[config.mk]
export PLATFORM = sky130hd
export DESIGN_NAME = idc_block
export DESIGN_NICKNAME = d
export VERILOG_FILES = /design/src/verilog/idc_pkg.sv /design/src/verilog/idc_block.sv
export SDC_FILE = /design/constraint.sdc
export NUM_CORES = 1
export LEC_CHECK = 0
export BUFFER_PORTS_ARGS = -buffer_cell sky130_fd_sc_hd__buf_2
export CAP_MARGIN = 30
export CORE_MARGIN = 5
export CORE_UTILIZATION = 60
export CTS_CLUSTER_DIAMETER = 50
export DETAILED_ROUTE_END_ITERATION = 8
export MAX_ROUTING_LAYER = met4
export PLACE_DENSITY = 0.89
export SYNTH_ARGS = -nofsm -noshare
export SYNTH_HDL_FRONTEND = slang
export SYNTH_SLANG_ARGS = --single-unit
[constraint.sdc]
create_clock -name i_sys_clk -period 6.4 [get_ports i_sys_clk]
set_clock_uncertainty 0.1 [all_clocks]
set_input_delay 0.32 -clock i_sys_clk [delete_from_list [all_inputs] [get_ports i_sys_clk]]
set_output_delay 0.32 -clock i_sys_clk [all_outputs]
set_load 0.01 [all_outputs]
[src/verilog/idc_pkg.sv]
// constants for the interrupt discovery and configuration capability block
// assumes a 32-bit configuration port with byte offsets 00h and 04h
`default_nettype none
package idc_pkg;
  localparam logic [7:0]  CAP_ENTRY_ID   = 8'h08;
  localparam logic [7:0]  CAP_TYPE_CODE  = 8'h80;
  localparam logic [7:0]  OFS_HEADER     = 8'h00;
  localparam logic [7:0]  OFS_DATAPORT   = 8'h04;
  localparam logic [7:0]  IDX_LAST_IRQ   = 8'h01;
  localparam logic [7:0]  IDX_DEF_BASE   = 8'h10;
  localparam logic [3:0]  BE_FULL_DW     = 4'hF;
  localparam int          BE_INDEX_LANE  = 2;
  localparam int          HDR_ID_LSB     = 0;
  localparam int          HDR_PTR_LSB    = 8;
  localparam int          HDR_IDX_LSB    = 16;
  localparam int          HDR_TYPE_LSB   = 24;
  localparam int          LAST_IRQ_LSB   = 16;
  // definition register field positions
  localparam int          B_WAIT_EOI     = 63;
  localparam int          B_PASSPW       = 62;
  localparam int          INFO_HI        = 55;
  localparam int          INFO_LO        = 2;
  localparam int          INFO_W         = INFO_HI - INFO_LO + 1;
  localparam int          B_RQ_EOI       = 5;
  localparam int          B_POLARITY     = 1;
  localparam int          B_MASK         = 0;
  localparam int          UPPER_LSB      = 32;
  localparam logic [63:0] DEF_RESET      = 64'h0000_0000_F800_0001;
  // writable bits apart from passpw and polarity, which depend on build options
  localparam logic [63:0] DEF_WMASK_BASE = 64'h00FF_FFFF_FFFF_FFFD;
endpackage : idc_pkg
`default_nettype wire

[src/verilog/idc_block.sv]
// interrupt discovery and configuration capability with message issue logic
// assumes a single-cycle configuration port, synchronous source inputs and an
// upstream message sink that accepts with valid/ready
//
// Contract
// [RULE_01] header low byte reads fixed 08h
// [RULE_02] header bits 15:8 read the next entry pointer, 00h if last
// [RULE_03] header bits 31:24 read fixed 80h
// [RULE_04] writable index byte selects the register behind the dataport
// [RULE_05] software uses only whole doubleword dataport accesses
// [RULE_06] unassigned indexes read zero and ignore writes
// [RULE_07] index 01h reads the highest interrupt number in bits 23:16
// [RULE_08] interrupt n lives at indexes 10h+2n and 10h+2n+1
// [RULE_09] even index maps bits 31:0, odd index bits 63:32
// [RULE_10] with end-of-interrupt requested, send sets waiting; returned eoi clears it
// [RULE_11] software writing one to bit 63 clears waiting
// [RULE_12] bit 62 set sends messages with passpw set
// [RULE_13] bit 62 clear sends passpw clear and waits behind queued posted writes
// [RULE_14] single-behaviour build makes bit 62 read-only
// [RULE_15] info bits 31:24 writable, reset to F8h
// [RULE_16] software never writes F9h or above into bits 31:24
// [RULE_17] while waiting with eoi requested, the source sends nothing more
// [RULE_18] bits 4:2 hold a writable message type
// [RULE_19] polarity bit inverts external inputs; reserved for internal sources
// [RULE_20] mask resets to one and blocks all messages from the source
// [RULE_21] warm reset restores every definition field
// [RULE_22] an unmasked source going active sends one message carrying bits 55:2
`timescale 1ns/100ps
`default_nettype none
module idc_block #(
  parameter int                 NUM_IRQ    = 4,
  parameter logic [7:0]         NEXT_PTR   = 8'h00,
  parameter logic [NUM_IRQ-1:0] EXT_SRC    = '1,
  parameter bit                 PASSPW_RO  = 1'b0,
  parameter bit                 PASSPW_VAL = 1'b0,
  parameter int                 SW         = (NUM_IRQ > 1) ? $clog2(NUM_IRQ) : 1
) (
  input  wire logic                        i_sys_clk,
  input  wire logic                        i_srst,
  input  wire logic [7:0]                  i_cfg_addr,
  input  wire logic                        i_cfg_wr,
  input  wire logic                        i_cfg_rd,
  input  wire logic [3:0]                  i_cfg_be,
  input  wire logic [31:0]                 i_cfg_wdata,
  output logic      [31:0]                 o_cfg_rdata,
  output logic                             o_cfg_rvalid,
  input  wire logic [NUM_IRQ-1:0]          i_irq,
  input  wire logic                        i_posted_pending,
  output logic                             o_msg_valid,
  input  wire logic                        i_msg_ready,
  output logic      [idc_pkg::INFO_W-1:0]  o_msg_info,
  output logic                             o_msg_passpw,
  output logic      [SW-1:0]               o_msg_src,
  input  wire logic                        i_eoi_valid,
  input  wire logic [SW-1:0]               i_eoi_src
);
  localparam logic [7:0] LAST_IRQ = 8'(NUM_IRQ - 1);
  localparam logic [8:0] DEF_SPAN = 9'(2 * NUM_IRQ);

  logic [63:0]        defr [NUM_IRQ];
  logic [7:0]         idx;
  logic [7:0]         rel;
  logic               idx_def;
  logic [SW-1:0]      sel;
  logic               sel_hi;
  logic               dp_wr;
  logic [NUM_IRQ-1:0] mask_v;
  logic [NUM_IRQ-1:0] request_end_of_interrupt_flag_v;
  logic [NUM_IRQ-1:0] wait_v;
  logic [NUM_IRQ-1:0] passpw_v;
  logic [NUM_IRQ-1:0] lvl;
  logic [NUM_IRQ-1:0] prev_lvl;
  logic [NUM_IRQ-1:0] pending;
  logic [NUM_IRQ-1:0] eligible;
  logic [SW-1:0]      pick;
  logic               any_elig;
  logic               send_now;

  // index byte lives in the header; other header bytes are constants
  always_ff @(posedge i_sys_clk) begin
    if (i_srst) begin
      idx <= 8'h00;
    end else if (i_cfg_wr && i_cfg_addr == idc_pkg::OFS_HEADER
                 && i_cfg_be[idc_pkg::BE_INDEX_LANE]) begin
      idx <= i_cfg_wdata[idc_pkg::HDR_IDX_LSB +: 8]; // RULE_04
    end
  end

  assign rel     = idx - idc_pkg::IDX_DEF_BASE;
  assign idx_def = (idx >= idc_pkg::IDX_DEF_BASE) && ({1'b0, rel} < DEF_SPAN); // RULE_08
  assign sel     = rel[SW:1]; // RULE_08
  assign sel_hi  = rel[0]; // RULE_09
  // partial dataport writes are dropped rather than merged
  assign dp_wr   = i_cfg_wr && i_cfg_addr == idc_pkg::OFS_DATAPORT
                   && i_cfg_be == idc_pkg::BE_FULL_DW && idx_def; // RULE_05 RULE_06

  genvar g;
  for (g = 0; g < NUM_IRQ; g++) begin : gen_src
    localparam logic [63:0] PW_BIT = 64'h1 << idc_pkg::B_PASSPW;
    localparam logic [63:0] POL_BIT = 64'h1 << idc_pkg::B_POLARITY;
    localparam logic [63:0] WMASK = (idc_pkg::DEF_WMASK_BASE
                                     | (PASSPW_RO ? 64'h0 : PW_BIT)
                                     | (EXT_SRC[g] ? POL_BIT : 64'h0)); // RULE_14 RULE_19
    localparam logic [63:0] RST_VAL = idc_pkg::DEF_RESET
                                      | ((PASSPW_RO && PASSPW_VAL) ? PW_BIT : 64'h0);

    always_ff @(posedge i_sys_clk) begin
      if (i_srst) begin
        defr[g] <= RST_VAL; // RULE_21 RULE_15 RULE_20
      end else begin
        if (dp_wr && sel == SW'(g)) begin
          if (sel_hi) begin
            defr[g][63:32] <= (defr[g][63:32] & ~WMASK[63:32])
                              | (i_cfg_wdata & WMASK[63:32]); // RULE_09 RULE_12
            if (i_cfg_wdata[idc_pkg::B_WAIT_EOI - idc_pkg::UPPER_LSB]) begin
              defr[g][idc_pkg::B_WAIT_EOI] <= 1'b0; // RULE_11
            end
          end else begin
            defr[g][31:0] <= (defr[g][31:0] & ~WMASK[31:0])
                             | (i_cfg_wdata & WMASK[31:0]); // RULE_15 RULE_18 RULE_19
          end
        end
        if (i_eoi_valid && i_eoi_src == SW'(g)) begin
          defr[g][idc_pkg::B_WAIT_EOI] <= 1'b0; // RULE_10
        end
        // set comes last so a send beats a same-cycle clear
        if (send_now && pick == SW'(g) && defr[g][idc_pkg::B_RQ_EOI]) begin
          defr[g][idc_pkg::B_WAIT_EOI] <= 1'b1; // RULE_10
        end
      end
    end

    assign mask_v[g]   = defr[g][idc_pkg::B_MASK];
    assign request_end_of_interrupt_flag_v[g]  = defr[g][idc_pkg::B_RQ_EOI];
    assign wait_v[g]   = defr[g][idc_pkg::B_WAIT_EOI];
    assign passpw_v[g] = defr[g][idc_pkg::B_PASSPW];
    // internal sources ignore polarity since the bit stays zero
    assign lvl[g]      = i_irq[g] ^ defr[g][idc_pkg::B_POLARITY]; // RULE_19
  end

  always_ff @(posedge i_sys_clk) begin
    if (i_srst) begin
      prev_lvl <= '0;
    end else begin
      prev_lvl <= lvl;
    end
  end

  // activation held while masked and sent once the mask is lifted
  always_ff @(posedge i_sys_clk) begin
    if (i_srst) begin
      pending <= '0;
    end else begin
      for (int i = 0; i < NUM_IRQ; i++) begin
        if (send_now && pick == SW'(i)) begin
          pending[i] <= 1'b0;
        end
        if (lvl[i] && !prev_lvl[i]) begin
          pending[i] <= 1'b1; // RULE_22
        end
      end
    end
  end

  assign eligible = pending & ~mask_v & ~(request_end_of_interrupt_flag_v & wait_v); // RULE_20 RULE_17

  // fixed priority: lowest source number wins
  always_comb begin
    pick     = '0;
    any_elig = 1'b0;
    for (int i = NUM_IRQ - 1; i >= 0; i--) begin
      if (eligible[i]) begin
        pick     = SW'(i);
        any_elig = 1'b1;
      end
    end
  end

  // one message in flight; ordered messages stall behind posted writes
  assign send_now = !o_msg_valid && any_elig
                    && (passpw_v[pick] || !i_posted_pending); // RULE_13

  always_ff @(posedge i_sys_clk) begin
    if (i_srst) begin
      o_msg_valid <= 1'b0;
    end else if (send_now) begin
      o_msg_valid <= 1'b1;
    end else if (i_msg_ready) begin
      o_msg_valid <= 1'b0;
    end
  end

  always_ff @(posedge i_sys_clk) begin
    if (i_srst) begin
      o_msg_info   <= '0;
      o_msg_passpw <= 1'b0;
      o_msg_src    <= '0;
    end else if (send_now) begin
      o_msg_info   <= defr[pick][idc_pkg::INFO_HI:idc_pkg::INFO_LO]; // RULE_22
      o_msg_passpw <= passpw_v[pick]; // RULE_12 RULE_13
      o_msg_src    <= pick;
    end
  end

  always_ff @(posedge i_sys_clk) begin
    if (i_srst) begin
      o_cfg_rdata  <= '0;
      o_cfg_rvalid <= 1'b0;
    end else begin
      o_cfg_rvalid <= i_cfg_rd;
      if (i_cfg_rd) begin
        if (i_cfg_addr == idc_pkg::OFS_HEADER) begin
          o_cfg_rdata <= {idc_pkg::CAP_TYPE_CODE, idx, NEXT_PTR,
                          idc_pkg::CAP_ENTRY_ID}; // RULE_01 RULE_02 RULE_03
        end else if (i_cfg_addr == idc_pkg::OFS_DATAPORT && idx == idc_pkg::IDX_LAST_IRQ) begin
          o_cfg_rdata <= {8'h00, LAST_IRQ, 16'h0000}; // RULE_07
        end else if (i_cfg_addr == idc_pkg::OFS_DATAPORT && idx_def) begin
          o_cfg_rdata <= sel_hi ? defr[sel][63:32] : defr[sel][31:0]; // RULE_09
        end else begin
          o_cfg_rdata <= '0; // RULE_06
        end
      end
    end
  end
endmodule : idc_block
`default_nettype wire

==> summary by stage <==
Setup path
STA classifies the critical path endpoint as a flop. The category of the most critical setup path is reg -> reg. For flop-to-flop paths, the worst setup slack is 3020 ps. In this run the worst path has a maximum fanout of 40.

The launching point of the worst reg2reg path is defr[1][5]. The worst setup path is launched from a flop. At the worst endpoint, the required time is 6510 ps.

The length in cells of the worst reg-to-reg path is 5. The data arrival time of the worst path is 3490 ps. In this run the critical register-to-register path is captured at defr[0][63].

Hold path
The worst min-delay path class is in -> reg. In this run the most critical hold path is launched from i_cfg_wdata[24]. The end point of the worst hold path is defr[3][24].

The hold path depth is 2.

Synthesis
Synthesis produced 1326 cells. The proportion of synthesized flip-flops having asynchronous set or reset is 0%. The main flop type after synthesis is sky130_fd_sc_hd__edfxtp_1.

The top cell type by total area after synthesis is sky130_fd_sc_hd__edfxtp_1. Counting every net in the synthesized netlist gives 1383. In this run, synthesis inferred 232 flip-flops with an integrated enable. The area share of the largest cell type after synthesis is 41.89%. The average size of a mapped cell is 12.54 µm².

After synthesis the cells add up to 16630 µm². The most common cell in the synthesized netlist is sky130_fd_sc_hd__edfxtp_1. After synthesis, the most frequently instantiated cells are sky130_fd_sc_hd__edfxtp_1 (232), sky130_fd_sc_hd__and2_1 (207), sky130_fd_sc_hd__dfxtp_1 (107). Of the synthesized area, sequential elements account for 54.77%.

Counting flops and latches in the post-synthesis netlist gives 339. In the post-synthesis netlist, the biggest area contributors are sky130_fd_sc_hd__edfxtp_1 (42%), sky130_fd_sc_hd__dfxtp_1 (13%), sky130_fd_sc_hd__mux4_2 (7.9%). The number of synthesis warnings is 0. Synthesis instantiated 63 different standard cells from the library.

Power and ir drop
The switching component of the power is 1.024 mW. Per report_power, the sequential group accounts for 51.4% of the total. The peak supply drop is 0.1653 mV. The cell-internal power is 3.684 mW. Combinational logic burns 4.5% of the power. Power spread over the standard cell area amounts to 247.4 nW/µm².

For this design the static power due to leakage is 7.452 nW. Of the total power, the share spent switching nets is 21.76%. The relative contribution of the clock network to total power is 44.0%.

Global routing
The initial antenna violation count is 3. After global routing the overflow that remains totals 0. The maximum number of pins on one net before global-route repair is 110. The global-route wire length before repair is 70930 µm.

In the global route stage, overall resource usage came out at 30.38%. The via count of the first global-routing pass was 12613.

Detailed routing
Dividing the detail-routed via count by the number of cells gives 6.683. The count of antenna-violating nets left after detailed routing is 0. The aggregate routed wire length is 47240 µm. In the final routed layout, each cell accounts on average for 25.66 µm.

In this run, the number of DRC markers left after iteration 0 of detailed routing was 1782. The routed layout has 12303 vias. The pre-antenna-repair detailed-routing pass consisted of 6 iterations. In the routed design, unresolved DRC markers number 0.

Timing
The highest achievable clock rate is 295.6 MHz. The number of pins with negative max-slew slack in the final report is 0. The number of hold violations in the final report is 0. For the final routed database, the setup TNS stands at 0 ps. The time the final worst path needs with I/O delays and setup is 3383 ps. The number of setup violations in the final report is 0.

After layout, the worst path uses 52.85% of the clock period. The normalized max-slew margin is 22.28%. At the pin with the least slew margin, the transition time is 1166 ps. Setup repair after global routing left no endpoint under its margin.

Floorplan
The die covers 31150 µm². In this run the count of I/O pins placed on the die edge is 148. In this run the horizontal extent of the chip is 176.5 µm. In this run the vertical extent of the chip is 176.5 µm. The floorplan has 61 rows. The initial core utilization is 60.36%. The area of the core region is 27550 µm².

Clocking
The later-pin clock latency in the skew report is 520 ps. TritonCTS created 36 clock buffers. The clock edge transition at the registers on the reported setup and hold paths is 60 ps. The post-CTS setup repair buffer count is 0. The number of buffers between clock root and the deepest sink is 3. The clock root buffer is sky130_fd_sc_hd__clkbuf_16. In this run the number of H-tree levels came out at 2. TritonCTS built the clock tree.

The clock drives 339 sinks.

Final layout
For this run, the post-layout net count is 1491. After routing the design area is 19030 µm². Relative to the synthesized area, the layout overhead comes to 14.44%. In the final layout, the share of cells above drive strength 1 is 23.49%.

Flow run
Max-cap violations in this run came to 0.

Placed design
In this run the cell area measured after placement is 17760 µm². The wire-length estimate of the detail-placed layout is 27320 µm. Input and output buffers added on the ports amount to 147.

The congestion estimate from routability-driven global placement came to 0.9308.

Status
The flow ran to the end, and the final reports show no timing, DRC or antenna violations.
==> state kept, by name, indices dropped and copies added, names as in the netlist, 2 cells and up <==
name         flops
o_msg_src        2
prev_lvl         4
defr           232
idx              8
o_cfg_rdata     32
pending          4
o_msg_info      54
==> timing repair <==
action,4_1_cts,5_1_grt
hold buffers,5,0
setup endpoints to repair,0,0
endpoints found under the hold margin,5,0
resized for setup,0,0
==> metal layers <==
metal	vias up	global-route usage [%]	part of all wire, %
li1	5225	-	-
met1	5927	37.74	34
met2	960	48.52	50
met3	191	5.011	11
met4	0	15.64	5.0
met5	-	-	0
==> layout by cell type, fill, tap and decap left out, types with 6 or more instances in the layout <==
cell	instances
sky130_fd_sc_hd__mux2i_1	73
sky130_fd_sc_hd__nand3_1	10
sky130_fd_sc_hd__and3_1	54
sky130_fd_sc_hd__buf_4	23
sky130_fd_sc_hd__a22oi_1	16
sky130_fd_sc_hd__nor3_4	7
sky130_fd_sc_hd__buf_2	147
sky130_fd_sc_hd__o21a_1	53
sky130_fd_sc_hd__mux2_2	16
sky130_fd_sc_hd__o21ai_4	7
sky130_fd_sc_hd__o31ai_1	53
sky130_fd_sc_hd__nor2_1	56
sky130_fd_sc_hd__clkbuf_1	10
sky130_fd_sc_hd__nand2_1	77
sky130_fd_sc_hd__a211oi_1	6
sky130_fd_sc_hd__and2_1	207
sky130_fd_sc_hd__nand2b_1	29
sky130_fd_sc_hd__edfxtp_1	232
sky130_fd_sc_hd__a32o_1	53
sky130_fd_sc_hd__dfxtp_1	104
sky130_fd_sc_hd__mux4_2	58
sky130_fd_sc_hd__buf_16	6
sky130_fd_sc_hd__clkbuf_16	37
sky130_fd_sc_hd__a21oi_1	20
==> final cells by class <==
type | count | area (µm²)
multi-input cells | 871 | 7092
fillers | 1840 | 8522
flip-flops and latches | 339 | 9117
diodes | 3 | 7.507
clock buffers | 50 | 998.5
well taps | 378 | 473.0
clock inverters | 14 | 158.9
repair buffers | 184 | 1174
inverters | 2 | 10.01
==> cells by family after synthesis <==
| kind of cell | count (synthesis) | share of synthesized area [%] |
|---|---|---|
| flops | 339 | 54.77 |
| mux | 148 | 13.40 |
| xor+xnor | 4 | 0.2106 |
| compound gates | 246 | 11.73 |
| simple gates | 473 | 16.50 |
| buf+inv | 116 | 3.386 |
==> worst max-delay path, stage by stage (launching register included) <==
cell                       delay, ps
sky130_fd_sc_hd__edfxtp_1        380
sky130_fd_sc_hd__nand2_1         190
sky130_fd_sc_hd__a222oi_1       1030
sky130_fd_sc_hd__buf_4           620
sky130_fd_sc_hd__o21ai_0         370
sky130_fd_sc_hd__o221ai_1        320
==> metrics by stage <==
stage                     total power [mW]  cells  setup slack (ps)  hold WS [ps]  utilization, %
after floorplan                      2.571   1326              2382         353.3               -
after global placement               2.654   1760              3182         341.1           63.88
after detailed placement             2.666   1767              3195         348.9           64.46
after CTS                            4.699   1836              3127         8.158           68.84
after global routing                 4.825   1841              2887         29.51           69.07
final                                4.708   1841              3017         19.53           69.07
==> power by group through the flow <==
stage	sequential [mW]	combinational, mW	clock (mW)
after global placement	2.46	0.195	0
final	2.42	0.213	2.07
after global routing	2.42	0.224	2.18
after floorplan	2.46	0.109	0
after detailed placement	2.46	0.202	0
after CTS	2.42	0.206	2.07
==> how the worst max path moves through the flow <==
stage | depth (start not counted) | from | slack [ps] | endpoint
6_report | 5 | defr[1][5] | 3020 | defr[0][63]
5_1_grt | 5 | defr[1][5] | 2890 | defr[0][63]
4_1_cts | 6 | defr[1][0] | 3130 | defr[0][63]
3_5_place_dp | 6 | defr[1][0] | 3200 | defr[0][63]
3_3_place_gp | 5 | defr[1][5] | 3180 | defr[0][63]
2_1_floorplan | 4 | i_cfg_addr[1] | 2380 | defr[1][0]
Note: power is estimated with default switching activity, not from simulation.
